File: src/rtl/pdt_pkg.sv
// Constants, register map and field layout of the two-channel down timer.
// Assumes a 20 MHz MCLK and an APB master with 32-bit data.
package pdt_pkg;
    localparam int CNT_W = 8;
    localparam int NIB_W = 4;
    localparam int CH_N  = 2;
    localparam int ADDR_W = 8;
    localparam int DATA_W = 32;

    localparam logic [ADDR_W-1:0] CTRL_OFS    = 8'h00;
    localparam logic [ADDR_W-1:0] RELOAD0_OFS = 8'h04;
    localparam logic [ADDR_W-1:0] RELOAD1_OFS = 8'h08;
    localparam logic [ADDR_W-1:0] CH0_LO_OFS  = 8'h0C;
    localparam logic [ADDR_W-1:0] CH0_HI_OFS  = 8'h10;
    localparam logic [ADDR_W-1:0] CH1_LO_OFS  = 8'h14;
    localparam logic [ADDR_W-1:0] CH1_HI_OFS  = 8'h18;
    localparam logic [ADDR_W-1:0] STATUS_OFS  = 8'h1C;
    localparam logic [ADDR_W-1:0] PORT_OFS    = 8'h20;

    // Control register fields
    localparam int CTRL_RUN0     = 0;
    localparam int CTRL_OUT_EN   = 2;
    localparam int CTRL_EVT_MODE = 3;
    localparam int CTRL_HS_ON    = 4;
    localparam int CTRL_HS_SRC   = 5;
    localparam int CTRL_W        = 6;
    localparam logic [CTRL_W-1:0] CTRL_RST = 6'h00;

    // Port register fields
    localparam int PORT_A_DATA  = 0;
    localparam int PORT_B_DATA  = 1;
    localparam int PORT_A_FLOAT = 2;
    localparam int PORT_B_FLOAT = 3;
    localparam int PORT_A_SPEC  = 4;
    localparam int PORT_B_SPEC  = 5;
    localparam int PORT_W       = 6;
    localparam logic [PORT_W-1:0] PORT_RST = 6'h03;

    localparam logic [CNT_W-1:0] CNT_RST    = 8'hFF;
    localparam logic [CNT_W-1:0] RELOAD_RST = 8'hFF;
    localparam logic [CNT_W-1:0] CNT_ZERO   = 8'h00;

    // Clock rates turned into half-period counts of MCLK
    localparam int MCLK_HZ    = 20_000_000;
    localparam int LS_HZ      = 32_768;
    localparam int HS_HZ      = 4_000_000;
    localparam int LS_HALF    = MCLK_HZ / (2 * LS_HZ);
    localparam int HS_HALF    = MCLK_HZ / (2 * HS_HZ);
    localparam int DIV_W      = 9;
    localparam logic [DIV_W-1:0] LS_HALF_CNT = DIV_W'(LS_HALF - 1);
    localparam logic [DIV_W-1:0] HS_HALF_CNT = DIV_W'(HS_HALF - 1);
endpackage

File: src/rtl/pdt_top.sv
// Two-channel 8-bit programmable down timer with APB register access.
// Assumes an APB master on MCLK; the event pin is asynchronous to MCLK.
//
// The implementer's own choices: the register offsets and register access over APB.
`timescale 1ns/1ns
`default_nettype none
module pdt_top
(
    input  wire logic                          MCLK,
    input  wire logic                          RST,
    input  wire logic                          PSEL,
    input  wire logic                          PENABLE,
    input  wire logic                          PWRITE,
    input  wire logic [pdt_pkg::ADDR_W-1:0]    PADDR,
    input  wire logic [pdt_pkg::DATA_W-1:0]    PWDATA,
    output logic      [pdt_pkg::DATA_W-1:0]    PRDATA,
    output logic                               PREADY,
    output logic                               PSLVERR,
    input  wire logic                          EVENT_CLOCK_INPUT_PIN,
    output logic                               EVENT_PORT_LEVEL,
    output logic                               HIGH_SPEED_OSCILLATOR_EN,
    output logic                               TIMER_SQUARE_OUTPUT,
    output logic                               SPECIAL_OUTPUT_PIN_A_O,
    output logic                               SPECIAL_OUTPUT_PIN_A_OE,
    output logic                               SPECIAL_OUTPUT_PIN_B_O,
    output logic                               SPECIAL_OUTPUT_PIN_B_OE
);
    import pdt_pkg::*;

    logic [CTRL_W-1:0]  ctrl_reg;
    logic [PORT_W-1:0]  port_reg;
    logic [CNT_W-1:0]   reload_reg [CH_N];
    logic [CNT_W-1:0]   count_reg  [CH_N];
    logic [NIB_W-1:0]   hi_buf_reg [CH_N];
    logic [CH_N-1:0]    run_reg;
    logic [CH_N-1:0]    active_reg;
    logic [CH_N-1:0]    prev_lvl_reg;
    logic [CH_N-1:0]    lvl;
    logic [CH_N-1:0]    fall;
    logic [CH_N-1:0]    under;
    logic [CH_N-1:0]    flag_reg;
    logic [CH_N-1:0]    flag_next;
    logic [CH_N-1:0]    flag_clr;
    logic [CH_N-1:0]    reload_wr;
    logic               timer_square_output_reg;
    logic               evt_s1_reg;
    logic               evt_s2_reg;
    logic [DIV_W-1:0]   ls_div_reg;
    logic [DIV_W-1:0]   hs_div_reg;
    logic               ls_lvl_reg;
    logic               hs_lvl_reg;
    logic               wr_en;
    logic               rd_setup;
    logic [DATA_W-1:0]  rd_mux;
    logic               addr_ok;

    assign wr_en    = PSEL && PENABLE && PWRITE;
    assign rd_setup = PSEL && !PENABLE && !PWRITE;
    // Zero wait states: read data is captured in the setup cycle
    assign PREADY   = 1'b1;

    always_comb
    begin
        addr_ok = 1'b1;
        rd_mux  = '0;
        unique case (PADDR)
            CTRL_OFS:    rd_mux = DATA_W'({ctrl_reg[CTRL_W-1:CH_N], run_reg | active_reg});
            RELOAD0_OFS: rd_mux = DATA_W'(reload_reg[0]);
            RELOAD1_OFS: rd_mux = DATA_W'(reload_reg[1]);
            CH0_LO_OFS:  rd_mux = DATA_W'(count_reg[0][NIB_W-1:0]);
            CH0_HI_OFS:  rd_mux = DATA_W'(hi_buf_reg[0]);
            CH1_LO_OFS:  rd_mux = DATA_W'(count_reg[1][NIB_W-1:0]);
            CH1_HI_OFS:  rd_mux = DATA_W'(hi_buf_reg[1]);
            STATUS_OFS:  rd_mux = DATA_W'(flag_reg);
            PORT_OFS:    rd_mux = DATA_W'(port_reg);
            default:     addr_ok = 1'b0;
        endcase
    end

    always_ff @(posedge MCLK or posedge RST)
    begin
        if (RST)
        begin
            PRDATA  <= '0;
            PSLVERR <= 1'b0;
        end
        else if (PSEL && !PENABLE)
        begin
            PRDATA  <= PWRITE ? '0 : rd_mux;
            PSLVERR <= !addr_ok;
        end
    end

    always_ff @(posedge MCLK or posedge RST)
    begin
        if (RST)
        begin
            ctrl_reg <= CTRL_RST;
            port_reg <= PORT_RST;
            run_reg  <= '0;
        end
        else if (wr_en && PADDR == CTRL_OFS)
        begin
            ctrl_reg <= PWDATA[CTRL_W-1:0];
            run_reg  <= PWDATA[CH_N-1:0];
        end
        else if (wr_en && PADDR == PORT_OFS)
        begin
            port_reg <= PWDATA[PORT_W-1:0];
        end
    end

    assign HIGH_SPEED_OSCILLATOR_EN = ctrl_reg[CTRL_HS_ON];

    assign flag_clr  = (wr_en && PADDR == STATUS_OFS) ? PWDATA[CH_N-1:0] : '0;
    assign flag_next = (flag_reg & ~flag_clr) | under;
    assign reload_wr = {wr_en && PADDR == RELOAD1_OFS, wr_en && PADDR == RELOAD0_OFS};

    always_ff @(posedge MCLK or posedge RST)
    begin
        if (RST)
            flag_reg <= '0;
        else
            flag_reg <= flag_next;
    end

    // Event pin synchroniser; the port sees the same level as the timer
    always_ff @(posedge MCLK or posedge RST)
    begin
        if (RST)
        begin
            evt_s1_reg <= 1'b0;
            evt_s2_reg <= 1'b0;
        end
        else
        begin
            evt_s1_reg <= EVENT_CLOCK_INPUT_PIN;
            evt_s2_reg <= evt_s1_reg;
        end
    end

    assign EVENT_PORT_LEVEL = evt_s2_reg;

    // Source clocks; the fast one runs only while its oscillator is on
    always_ff @(posedge MCLK or posedge RST)
    begin
        if (RST)
        begin
            ls_div_reg <= '0;
            ls_lvl_reg <= 1'b0;
        end
        else if (ls_div_reg == LS_HALF_CNT)
        begin
            ls_div_reg <= '0;
            ls_lvl_reg <= !ls_lvl_reg;
        end
        else
            ls_div_reg <= ls_div_reg + 1'b1;
    end

    always_ff @(posedge MCLK or posedge RST)
    begin
        if (RST)
        begin
            hs_div_reg <= '0;
            hs_lvl_reg <= 1'b0;
        end
        else if (!ctrl_reg[CTRL_HS_ON])
            hs_div_reg <= '0;
        else if (hs_div_reg == HS_HALF_CNT)
        begin
            hs_div_reg <= '0;
            hs_lvl_reg <= !hs_lvl_reg;
        end
        else
            hs_div_reg <= hs_div_reg + 1'b1;
    end

    genvar ch;
    generate
        for (ch = 0; ch < CH_N; ch++)
        begin : g_ch
            logic int_lvl;
            assign int_lvl = ctrl_reg[CTRL_HS_SRC] ? hs_lvl_reg : ls_lvl_reg;
            // Only channel 0 may count pulses from the event pin
            assign lvl[ch] = (ch == 0 && ctrl_reg[CTRL_EVT_MODE]) ? evt_s2_reg : int_lvl;
            assign fall[ch] = prev_lvl_reg[ch] && !lvl[ch];
            assign under[ch] = fall[ch] && active_reg[ch] && count_reg[ch] == CNT_ZERO;

            always_ff @(posedge MCLK or posedge RST)
            begin
                if (RST)
                begin
                    prev_lvl_reg[ch] <= 1'b0;
                    active_reg[ch]   <= 1'b0;
                end
                else
                begin
                    prev_lvl_reg[ch] <= lvl[ch];
                    if (fall[ch])
                        active_reg[ch] <= run_reg[ch];
                end
            end

            always_ff @(posedge MCLK or posedge RST)
            begin
                if (RST)
                    reload_reg[ch] <= RELOAD_RST;
                else if (reload_wr[ch])
                    reload_reg[ch] <= PWDATA[CNT_W-1:0];
            end

            always_ff @(posedge MCLK or posedge RST)
            begin
                if (RST)
                    count_reg[ch] <= CNT_RST;
                else if (fall[ch] && active_reg[ch])
                    count_reg[ch] <= under[ch] ? reload_reg[ch] : count_reg[ch] - 1'b1;
                else if (reload_wr[ch] && !active_reg[ch])
                    count_reg[ch] <= PWDATA[CNT_W-1:0];
            end

            // Low-nibble read freezes the high nibble for the paired read
            always_ff @(posedge MCLK or posedge RST)
            begin
                if (RST)
                    hi_buf_reg[ch] <= '0;
                else if (rd_setup && PADDR == (ch == 0 ? CH0_LO_OFS : CH1_LO_OFS))
                    hi_buf_reg[ch] <= count_reg[ch][CNT_W-1:NIB_W];
            end

            AST_RUN_AT_FALL: assert property (@(posedge MCLK) disable iff (RST)
                (active_reg[ch] != $past(active_reg[ch])) |-> $past(fall[ch]))
                else $error("Run state changed without a falling input edge");
            AST_STOP_ON_DECREMENT: assert property (@(posedge MCLK) disable iff (RST)
                ($fell(active_reg[ch]) && $past(count_reg[ch]) != CNT_ZERO)
                |-> count_reg[ch] == $past(count_reg[ch]) - 1'b1)
                else $error("Counter did not decrement on the stopping edge");
            AST_RUN_READBACK: assert property (@(posedge MCLK) disable iff (RST)
                (active_reg[ch] && PADDR == CTRL_OFS) |-> rd_mux[ch])
                else $error("Run bit read zero before counter stopped");
            AST_HOLD_NO_PULSE: assert property (@(posedge MCLK) disable iff (RST)
                (!fall[ch] && !reload_wr[ch]) |=> count_reg[ch] == $past(count_reg[ch]))
                else $error("Counter moved without an input clock edge");
            AST_UNDERFLOW_FLAG: assert property (@(posedge MCLK) disable iff (RST)
                under[ch] |=> flag_reg[ch] && count_reg[ch] == $past(reload_reg[ch]))
                else $error("Underflow did not reload and flag");
        end
    endgenerate

    always_ff @(posedge MCLK or posedge RST)
    begin
        if (RST)
            timer_square_output_reg <= 1'b0;
        else if (under[1])
            timer_square_output_reg <= !timer_square_output_reg;
    end

    // Plain AND gate: switching the enable may clip up to half a cycle
    assign TIMER_SQUARE_OUTPUT = timer_square_output_reg && ctrl_reg[CTRL_OUT_EN];

    assign SPECIAL_OUTPUT_PIN_A_O  = port_reg[PORT_A_DATA] &&
                                     (!port_reg[PORT_A_SPEC] || TIMER_SQUARE_OUTPUT);
    assign SPECIAL_OUTPUT_PIN_A_OE = !port_reg[PORT_A_FLOAT];
    assign SPECIAL_OUTPUT_PIN_B_O  = port_reg[PORT_B_DATA] &&
                                     (!port_reg[PORT_B_SPEC] || TIMER_SQUARE_OUTPUT);
    assign SPECIAL_OUTPUT_PIN_B_OE = !port_reg[PORT_B_FLOAT];

    AST_OSC_OFF_RESET: assert property (@(posedge MCLK)
        $fell(RST) |-> !HIGH_SPEED_OSCILLATOR_EN)
        else $error("Fast oscillator on after reset");
    AST_SQUARE_GATE: assert property (@(posedge MCLK) disable iff (RST)
        !ctrl_reg[CTRL_OUT_EN] |-> !TIMER_SQUARE_OUTPUT)
        else $error("Square output active while disabled");
    AST_PORT_SEES_PIN: assert property (@(posedge MCLK) disable iff (RST)
        ##2 EVENT_PORT_LEVEL == $past(EVENT_CLOCK_INPUT_PIN, 2))
        else $error("Port level lost an event pin edge");
    AST_PIN_LOW_ON_ZERO: assert property (@(posedge MCLK) disable iff (RST)
        (!port_reg[PORT_A_DATA] && !port_reg[PORT_A_FLOAT]) |->
        (SPECIAL_OUTPUT_PIN_A_OE && !SPECIAL_OUTPUT_PIN_A_O))
        else $error("Pin A not driven low with zero data");
    AST_PIN_FLOATS: assert property (@(posedge MCLK) disable iff (RST)
        port_reg[PORT_B_FLOAT] |-> !SPECIAL_OUTPUT_PIN_B_OE)
        else $error("Pin B driven while float control set");
endmodule
`default_nettype wire

File: config.mk
export PLATFORM = sky130hd
export DESIGN_NAME = pdt_top
export DESIGN_NICKNAME = d
export VERILOG_FILES = /design/src/rtl/pdt_pkg.sv /design/src/rtl/pdt_top.sv
export SDC_FILE = /design/constraint.sdc
export NUM_CORES = 1
export LEC_CHECK = 0
export BUFFER_PORTS_ARGS = -buffer_cell sky130_fd_sc_hd__buf_2
export CORE_MARGIN = 1
export CORE_UTILIZATION = 55
export CTS_CLUSTER_DIAMETER = 100
export DETAILED_ROUTE_END_ITERATION = 10
export GPL_TIMING_DRIVEN = 0
export PLACE_DENSITY = 0.88
export SLEW_MARGIN = 20
export SYNTH_ARGS = -nofsm -noshare
export SYNTH_HDL_FRONTEND = slang
export SYNTH_SLANG_ARGS = --single-unit
File: constraint.sdc
create_clock -name MCLK -period 3.4 [get_ports MCLK]
set_input_delay 0.34 -clock MCLK [delete_from_list [all_inputs] [get_ports MCLK]]
set_output_delay 0.34 -clock MCLK [all_outputs]
set_load 0.05 [all_outputs]
-- After elaboration in Yosys (flattened, before gate mapping)
Cells that the tools add are included.
- register bits after elaboration: 116
- output and inout bits: 41
- bits of input ports: 46
- equal/unequal tests: 10
- reductions and logical operators: 46
- bitwise gates (word level): 5
- $add $sub $neg: 4
- mux-type cells: 15
- operators with widths (operator ; count):
    $pmux W8 S9 ; 1
    $mux W8 ; 6
    $eq A8 B5 Y1 const B ; 4
    $mux W32 ; 1
    $mux W9 ; 3
    $logic_not A8 Y1 ; 3
    $logic_and A1 B1 Y1 ; 22
    $add A9 B1 Y9 const B ; 2
    $eq A8 B4 Y1 const B ; 2
    $sub A8 B1 Y8 const B ; 2
    $logic_not A1 Y1 ; 14
    $eq A9 B1 Y1 const B ; 1
    $eq A9 B9 Y1 const B ; 1
    $reduce_or A9 Y1 ; 1
    $eq A8 B3 Y1 const B ; 1
    $eq A8 B6 Y1 const B ; 1
    $or A2 B2 Y2 ; 2
    $reduce_and A2 Y1 ; 2
    $reduce_bool A2 Y1 ; 2
    $mux W1 ; 3
    $and A2 B2 Y2 ; 1
    $logic_or A1 B1 Y1 ; 2
    $mux W2 ; 1
    $not A2 Y2 ; 1
    $not A1 Y1 ; 1

-- Longest topological paths before layout
Gate-level depths: netlist of the first run.
- depth after elaboration: 8
- mapped depth: 7
- mapped depth without buffers: 6

-- Worst setup path after synthesis of the first run
No wires, ideal clock.
- kind: register to output
- start point: reg port_reg[1]
- end point: out SPECIAL_OUTPUT_PIN_B_O
- cell stages (with the launch flop): 2
- required time: 3.060 ns
- buffers on the path: 0
- setup slack: 1.399 ns
- arrival: 1.661 ns
- cell sequence: dfstp_2 > a21boi_0
- longest elaborated chain between the ends: 1
- RTL lines (what ; line ; RTL):
    from (decl) ; pdt_top.sv:31 ; logic [PORT_W-1:0] port_reg;
    from (signal assigned) ; pdt_top.sv:109 ; port_reg <= PWDATA[PORT_W-1:0];
    $logic_and A1 B1 Y1 ; pdt_top.sv:265 ; assign SPECIAL_OUTPUT_PIN_B_O = port_reg[PORT_B_DATA] &&
    to (decl) ; pdt_top.sv:25 ; output logic SPECIAL_OUTPUT_PIN_B_O,
No other way between the ends.

-- Worst setup path in the final report of the first run
- start point: reg ctrl_reg[5]
- end point: reg count_reg[12] (netlist bit)
- longest elaborated chain between the ends: 8
- elaborated cells on any way between the ends: 9
- classes of those cells: mux (4); reduce/logical (5)
- RTL lines (what ; line ; RTL):
    from (decl) ; pdt_top.sv:30 ; logic [CTRL_W-1:0] ctrl_reg;
    from (signal assigned) ; pdt_top.sv:104 ; ctrl_reg <= PWDATA[CTRL_W-1:0];
    $mux W1 (*) ; pdt_top.sv:184 ; assign int_lvl = ctrl_reg[CTRL_HS_SRC] ? hs_lvl_reg : ls_lvl_reg;
    via g_ch[0].int_lvl ; pdt_top.sv:183 ; logic int_lvl;
    $mux W1 (*) ; pdt_top.sv:186 ; assign lvl[ch] = (ch == 0 && ctrl_reg[CTRL_EVT_MODE]) ? evt_s2_reg : int_lvl;
    $logic_not A1 Y1 (*) ; pdt_top.sv:187 ; assign fall[ch] = prev_lvl_reg[ch] && !lvl[ch];
    $logic_and A1 B1 Y1 (*) ; pdt_top.sv:187 ;
    $logic_and A1 B1 Y1 (*) ; pdt_top.sv:188, pdt_top.sv:217 ;
    $logic_and A1 B1 Y1 ; pdt_top.sv:188 ; assign under[ch] = fall[ch] && active_reg[ch] && count_reg[ch] == CNT_ZERO;
    $mux W8 ; pdt_top.sv:218 ; count_reg[ch] <= under[ch] ? reload_reg[ch] : count_reg[ch] - 1'b1;
    $mux W8 ; pdt_top.sv:217 ; else if (fall[ch] && active_reg[ch])
    to (signal, indexed assignment) ; pdt_top.sv:218 ;
    to (signal, indexed assignment) ; pdt_top.sv:220 ; count_reg[ch] <= PWDATA[CNT_W-1:0];
    to (decl) ; pdt_top.sv:33 ; logic [CNT_W-1:0] count_reg [CH_N];
Mark *: on every way through the listed nets, which the timed path passes. The rest lies on a longest branch.
A chain may end at the register's enable or synchronous reset.

==> out/metrics.yaml, run 1 <==
drt:
  route.vias.total: 3852
  drt_iter0_markers: 284
  drc: 0
  routed_wl_um: 11800
  drt_first_pass_iters: 5
  drt-wirelength-per-cell_um: 18.5
  via_per_inst: 6.01
  ant_nets: 0
finish:
  antenna-diode-count: 0
  syn_to_final_growth_pct: 12.6
  nFillCells: 723
  nNetsFinal: 582
  final_common_cell: "dfrtp_1"
  final_cell_mix: "dfrtp_1 (56), mux2_2 (42), buf_2 (41)"
  final_cell_area_mm2: 0.00565
  drive_above_1_share: 0.323
grt:
  antenna_found_initial: 0
  grt_usage: 0.261
  grt-busiest-layer: "met2"
  grtUsageMet3: 0.0468
  grt_max_degree: 47
  first_global_vias: 3750
  use_met1: 0.352
  use_met2: 0.408
  grt_pass1_wl_um: 19300
  gr-total-overflow: 0
synthesis:
  synth_seq_cells: 90
  synth_warnings: 0
  yosysUniqueCellTypes: 64
  avgSynthCellArea_um2: 10.9
  synth-edff-count: 0
  syn_inst: 459
  dominantRegCellSynth: "dfrtp_1"
  ys_seq_area_frac: 0.458
  synth_area_mm2: 0.00501
  async_flop_share: 1.00
worst_setup_path:
  critPathKind: "register to register"
  rrSetupSlack_ps: 1200
  crit_chain: "mux2i_1 -> inv_1 -> o21ai_0 -> buf_2 -> nor3_1 -> a211oi_1"
  cp-start-kind: "register"
  r2r-start: "ctrl_reg[5]"
  reg2regPathDepth: 6
  critPathMaxFanout: 10
  slowest_delay_ps: 570
  worst_ep_required_time_ps: 3670
  crit_arrival_ps: 2470
  cpMaxStageDelayCell: "o21ai_0"
  rr_endpoint: "count_reg[12]"
  crit_path_end_kind: "register"
floorplanning:
  initial_core_util: 0.572
  ios: 87
  die_w_um: 97.5
  rows: 34
  die_area_mm2: 0.00950
  coreArea_mm2: 0.00876
  die_h_um: 97.5
cts:
  path_clk_slew_ps: 90
  post_cts_buffers: 0
  cts_sinks: 90
  cts_root_buf: "clkbuf_8"
  cts_buffers: 9
  clockBufferDepth: 2
  clk_latency_ps: 370
  htree_num_levels: 3
  ctsHoldBuffers: 0
  ctsResizeCount: 0
  cts_tree: "done"
power_and_ir_drop:
  power.density_mw_per_mm2: 374
  ir_worst_vdd_v: 0.000261
  power.total_w: 0.00211
  p_leak_nw: 2.67
timing:
  final-max-slew-violation-count: 0
  period_needed_ps: 2200
  fin_crit_sh: 0.646
  worst_slew_pin_slew_ps: 884
  finalClockSkew_ps: 8.45
  fmax_mhz: 455
  worst_slack_ps: 1200
  setup_viol: 0
  final_hold_viol_count: 0
  slew_headroom: 0.402
  rsz0062_at_grt: "no"
placed_design:
  hpwl_um: 8820
  pre_cts_ws_ps: 1070
  io_buffers: 34
  gp_congestion: 0.947
  place_area_mm2: 0.00543
min_path:
  hold_class: "input pin to async pin"
status:
  status: "finished, final reports clean"
run:
  max_cap_violations: 0
## kinds of logic after synthesis
| group | Yosys count | share of synthesized area |
|---|---|---|
| AO/OA/AOI/OAI | 65 | 0.0966 |
| flip-flops | 90 | 0.458 |
| buffers and inverters | 60 | 0.0669 |
| multiplexers | 72 | 0.159 |
| adder cells (fa/ha/maj) | 8 | 0.0200 |
| other | 2 | 0.00150 |
| AND/OR/NAND/NOR | 139 | 0.158 |
| XOR/XNOR | 23 | 0.0402 |
## report_power, final
part	total (W)	switching [W]	internal (W)	leakage, nW
clock	0.000795	0.000404	0.000392	0.112
sequential	0.00110	0.0000131	0.00109	1.10
combinational	0.000215	0.000154	0.0000618	1.46
total	0.00211	0.000570	0.00154	2.67
## through the flow
stage | util | hold slack, ps | instances | TNS, ps
finish | 0.644 | 34.1 | 641 | 0
global route | 0.644 | 81.8 | 641 | 0
CTS | 0.644 | 41.0 | 641 | 0
detailed placement | 0.619 | 340 | 625 | 0
global placement | 0.617 | 334 | 624 | -8590
floorplan | - | 331 | 482 | 0
## Yosys cell counts, types with 9 or more instances
cell type  number  area (um^2)
nand3_1        13         65.1
and3_1         10         62.6
nand2_1        22         82.6
dfstp_2        34          893
mux2i_1        28          280
clkbuf_1        9         33.8
buf_4          25          188
xor2_1         15          131
o21ai_0        16         80.1
dfrtp_1        56         1400
mux2_2         42          473
nor2_1         30          113
inv_1          17         63.8
## layout make-up
type,count,area [um^2],area share
tap,108,135,0.0239
timing repair buffer,35,190,0.0337
clock buffer,11,151,0.0268
buffer,43,272,0.0481
sequential,90,2290,0.406
multi-input combinational,332,2470,0.437
clock inverter,5,67.6,0.0120
inverter,17,66.3,0.0117
## layer usage
layer / vias to the layer above / part of all wire / wire (um)
li1: 1762 / - / -
met2: 160 / 0.46 / 5440
met1: 1895 / 0.43 / 5100
met5: - / 0 / 0
met4: 0 / 0.040 / 476
met3: 35 / 0.070 / 824
## worst max-delay path: cells and delay by family (launching register included)
kind / cells / cell delay [ps]
AOI/OAI and AO/OA: 2 / 770
buffers and inverters: 2 / 510
DFF: 1 / 400
muxes: 1 / 350
and+or+nand+nor: 1 / 90
## worst max-delay path by stage
stage                       endpoint   startpoint  slack, ps
detailed placement         PRDATA[3]     PADDR[3]       1070
floorplan           EVENT_PORT_LEVEL          RST        780
CTS                    count_reg[12]  ctrl_reg[5]       1260
global placement       hi_buf_reg[7]          RST       -160
finish                 count_reg[12]  ctrl_reg[5]       1200
global route           count_reg[12]  ctrl_reg[5]       1030
Power figures use the tool's default switching activity.
==> run 2: changes to the inputs <==
- clock period: 3.4 -> 2.2 ns (I/O delays scaled with it)
==> run 2 against run 1 <==
- total power is 46% higher
- largest cell class unchanged
- worst setup slack worse by 1000 ps
- critical path depth unchanged
==> out/metrics.yaml, run 2 (synthesis gave the netlist of run 1 again) <==
timing:
  slew_headroom: 0.392
  period_needed_ps: 2020
  finalClockSkew_ps: 5.15
  final_hold_viol_count: 0
  worst_slew_pin_slew_ps: 900
  fin_setup_tns_ps: 0
  setup_viol: 0
  fin_crit_sh: 0.919
  final-max-slew-violation-count: 0
  worst_slack_ps: 178
  rsz0062_at_grt: "no"
  fmax_mhz: 495
cts:
  cts_tree: "done"
  cts_root_buf: "clkbuf_8"
  htree_num_levels: 3
  post_cts_buffers: 0
  clk_latency_ps: 360
  path_clk_slew_ps: 80
  cts_buffers: 9
  clockBufferDepth: 2
  cts_sinks: 90
power_and_ir_drop:
  power.density_mw_per_mm2: 546
  p_leak_nw: 2.67
  ir_worst_vdd_v: 0.000464
worst_setup_path:
  critPathTopFamily: "simple AND/OR/NAND/NOR gates"
  critPathMaxFanout: 8
  critPathKind: "register to register"
  slowest_delay_ps: 510
  worst_ep_required_time_ps: 2460
  cp-start-kind: "register"
  crit_path_end_kind: "register"
  cp_num_buf_inv: 2
  crit_arrival_ps: 2290
  cpMaxStageDelayCell: "or4_1"
  crit_chain: "or4_1 -> buf_2 -> or3_1 -> buf_6 -> mux2i_1 -> a221oi_1"
  rrSetupSlack_ps: 180
drt:
  via_per_inst: 5.95
  route.vias.total: 3835
  drc: 0
  drt-wirelength-per-cell_um: 18.3
  drt_iter0_markers: 258
  ant_nets: 0
  routed_wl_um: 11800
  drt_first_pass_iters: 6
floorplanning:
  rows: 34
  die_h_um: 97.5
  coreArea_mm2: 0.00876
  die_area_mm2: 0.00950
  die_w_um: 97.5
  ios: 87
  initial_core_util: 0.572
finish:
  antenna-diode-count: 0
  final_core_util: 0.644
  final_common_cell: "dfrtp_1"
  final_cell_area_mm2: 0.00565
  syn_to_final_growth_pct: 12.6
  nNetsFinal: 585
  final_cell_mix: "dfrtp_1 (56), mux2_2 (42), buf_2 (41)"
  drive_above_1_share: 0.321
placed_design:
  place_area_mm2: 0.00545
  io_buffers: 34
  gp_congestion: 0.933
  pre_cts_ws_ps: 18.7
  hpwl_um: 8840
grt:
  antenna_found_initial: 0
  first_global_vias: 3641
  grt_max_degree: 37
  grt_pass1_wl_um: 19100
  grt_usage: 0.257
  gr-total-overflow: 0
run:
  max_cap_violations: 0
status:
  status: "finished, final reports clean"
min_path:
  hold_class: "input pin to register"
## run 2: cell types whose count changed in the layout (fill, tap and decap cells not counted), sizes merged
cell         change
dlygate4sd3      +2
clkinv           +2
inv              -2
clkinvlp         +1
bufinv           -1
buf              +1
## run 2: timing repair
action / 4_1_cts / 5_1_grt
hold endpoints to repair: 21 / 0
endpoints found under the setup margin: 0 / 7
resized for setup: 0 / 1
hold buffers: 2 / 0
## run 2: final cells by class
type | instances | area [um^2]
multi-input combinational | 332 | 2470
tap | 108 | 135
buffer | 43 | 272
inverter | 17 | 67.6
fill | 695 | 3120
clock inverter | 5 | 36.3
sequential | 90 | 2290
clock buffer | 11 | 141
timing repair buffer | 38 | 230
## run 2: worst paths after layout
| path | from | to | cells past startpoint |
|---|---|---|---|
| setup / recovery | count_reg[4] | count_reg[0] | 6 |
| hold / removal | PWDATA[2] | count_reg[10] | 3 |
| setup reg to reg | count_reg[4] | count_reg[0] | 6 |
| hold reg to reg | evt_s1_reg | EVENT_PORT_LEVEL | 0 |
| max in group asynchronous | RST | reload_reg[14] | 5 |
| min in group asynchronous | RST | hs_div_reg[0] | 3 |
## run 2: metal layers
layer | global-route usage | routed length [um] | vias up
met3 | 0.0518 | 844 | 20
met5 | 0 | 0 | -
met2 | 0.416 | 5580 | 174
li1 | - | - | 1762
met4 | 0.0950 | 312 | 0
met1 | 0.344 | 5060 | 1879
## run 2: power by group
part / internal (W) / leakage (nW) / total (W) / switching [W]
logic: 0.000101 / 1.47 / 0.000341 / 0.000240
registers: 0.00168 / 1.10 / 0.00170 / 0.0000199
clock network: 0.000449 / 0.0941 / 0.00104 / 0.000592
## run 2: stage by stage
step | power, W | instances | hold slack (ps)
floorplan | 0.00198 | 482 | 251
global placement | 0.00205 | 624 | 329
detailed placement | 0.00207 | 626 | 334
CTS | 0.00310 | 644 | 157
global route | 0.00318 | 644 | 181
finish | 0.00308 | 644 | 161
## run 2: worst reg2reg max path, cell delays in order, from the launching register on
cell and delay [ps]:
dfstp_2 410, or4_1 510, buf_2 180, or3_1 330, buf_6 160, mux2i_1 120, a221oi_1 240
==> run 3: changes to the inputs <==
- BUFFER_PORTS_ARGS: -buffer_cell sky130_fd_sc_hd__buf_2 -> unset
- DONT_BUFFER_PORTS: unset -> 1
- PLACE_DENSITY: 0.88 -> 0.79
==> run 3 against run 2 <==
- critical path type unchanged
- core utilization is 0.24 points lower
- critical path depth stayed put
- final cell count is 3.3% lower
- non-clock buffer count is 21 lower
- critical endpoint unchanged
- global-route usage is 0.49 points higher
- die area stayed put
- total power is 1.1% lower
==> out/metrics.yaml, run 3 (synthesis gave the netlist of run 1 again) <==
cts:
  cts_root_buf: "clkbuf_8"
  post_cts_buffers: 0
  cts_tree: "done"
  path_clk_slew_ps: 90
  htree_num_levels: 3
  clk_latency_ps: 360
  cts_sinks: 90
  clockBufferDepth: 2
  cts_buffers: 9
worst_setup_path:
  cp-start-kind: "register"
  crit_arrival_ps: 2330
  cpMaxStageDelayCell: "or4_1"
  worst_ep_required_time_ps: 2450
  crit_path_end_kind: "register"
  crit_chain: "or4_1 -> buf_2 -> or3_1 -> buf_6 -> mux2i_1 -> a221oi_1"
  cp_num_buf_inv: 2
  critPathTopFamily: "simple AND/OR/NAND/NOR gates"
  critPathKind: "register to register"
  slowest_delay_ps: 500
  critPathMaxFanout: 8
finish:
  final_core_util: 0.642
  final_common_cell: "dfrtp_1"
  syn_to_final_growth_pct: 12.2
  antenna-diode-count: 0
  nNetsFinal: 564
  drive_above_1_share: 0.268
  final_cell_mix: "dfrtp_1 (56), mux2_2 (42), dfstp_2 (34)"
power_and_ir_drop:
  ir_worst_vdd_v: 0.000335
  p_leak_nw: 2.57
  pwr-share-clk: 0.334
  pwr-share-seq: 0.563
  power.density_mw_per_mm2: 542
  p_int_w: 0.00224
  p_sw_w: 0.000811
  power_frac_comb: 0.103
  swShare: 0.266
timing:
  final-max-slew-violation-count: 0
  worst_slew_pin_slew_ps: 1100
  final_hold_viol_count: 0
  rsz0062_at_grt: "no"
  setup_viol: 0
  fmax_mhz: 480
  finalClockSkew_ps: 10.1
  fin_crit_sh: 0.947
  fin_setup_tns_ps: 0
  period_needed_ps: 2080
  slew_headroom: 0.266
drt:
  via_per_inst: 6.14
  routed_wl_um: 12200
  drt_iter0_markers: 348
  route.vias.total: 3825
  drt_first_pass_iters: 7
  drt-wirelength-per-cell_um: 19.6
  drc: 0
  ant_nets: 0
run:
  max_cap_violations: 0
placed_design:
  gp_congestion: 0.961
  io_buffers: 0
  hpwl_um: 8800
grt:
  grtUsageMet3: 0.0770
  gr-total-overflow: 0
  first_global_vias: 3691
  antenna_found_initial: 0
  grt-busiest-layer: "met2"
  grt_usage: 0.262
  use_met1: 0.336
  grt_pass1_wl_um: 19300
  use_met2: 0.414
  grt_max_degree: 32
floorplanning:
  coreArea_mm2: 0.00876
  die_area_mm2: 0.00950
  initial_core_util: 0.572
  rows: 34
  die_w_um: 97.5
  ios: 87
  die_h_um: 97.5
status:
  status: "finished, final reports clean"
min_path:
  hold_class: "input pin to register"
[run 3: cell count changes in the layout (fill, tap and decap cells not counted), sizes merged]
cell and delta:
inv -1, clkbuf +2, buf -33, clkinv -2, dlygate4sd3 +12, clkinvlp +1
[run 3: final cells by class]
| class | instances | area, um^2 |
|---|---|---|
| flip-flops and latches | 90 | 2290 |
| clock inverters | 3 | 25.0 |
| fillers | 699 | 3140 |
| plain buffers | 43 | 272 |
| well taps | 108 | 135 |
| repair buffers | 17 | 208 |
| clock buffers | 13 | 149 |
| multi-input cells | 332 | 2470 |
| inverters | 17 | 67.6 |
[run 3: power groups by stage]
stage | Sequential [W] | Combinational [W] | Clock (W)
after floorplan | 0.00174 | 0.000238 | 0
after global placement | 0.00174 | 0.000264 | 0
after detailed placement | 0.00175 | 0.000283 | 0
after CTS | 0.00172 | 0.000302 | 0.00105
after global routing | 0.00172 | 0.000335 | 0.00111
final | 0.00172 | 0.000314 | 0.00102
[run 3: worst register-to-register path: cells and delay by family (launching register included)]
kind	cells	cell delay [ps]
AO/OA/AOI/OAI	1	290
AND/OR/NAND/NOR	2	830
multiplexers	1	110
flip-flops	1	410
buffers and inverters	2	340
[run 3: per-stage QoR]
stage	setup slack (ps)	hold slack [ps]	cell area, um^2	total power, W	std cells
floorplan	293	251	5100	0.00198	482
global placement	106	251	5240	0.00201	590
detailed placement	28.8	76.5	5310	0.00203	593
CTS	46.6	0.325	5580	0.00306	619
global route	31.1	1.73	5620	0.00316	623
finish	116	9.64	5620	0.00305	623
[run 3: worst paths after layout]
kind                              startpoint                to  slack [ps]  depth (start not counted)
worst max-delay path            count_reg[4]      count_reg[0]         120                          6
worst min-delay path               PWDATA[3]     reload_reg[3]          10                          1
worst max register to register  count_reg[4]      count_reg[0]         120                          6
worst min register to register    evt_s1_reg  EVENT_PORT_LEVEL         360                          0
max in group asynchronous                RST      count_reg[5]        1200                          4
min in group asynchronous                RST     ls_div_reg[1]         310                          2
[run 3: per-layer routing]
metal,vias to the layer above,share of wire
met5,-,0
met4,0,0.039
met3,36,0.082
met2,192,0.47
met1,1868,0.41
li1,1729,-
[run 3: what timing repair did]
item                                    4_1_cts  5_1_grt
hold buffers                                 10        4
hold endpoints to repair                     45        6
resized for setup                             0        2
endpoints found under the setup margin        0        7
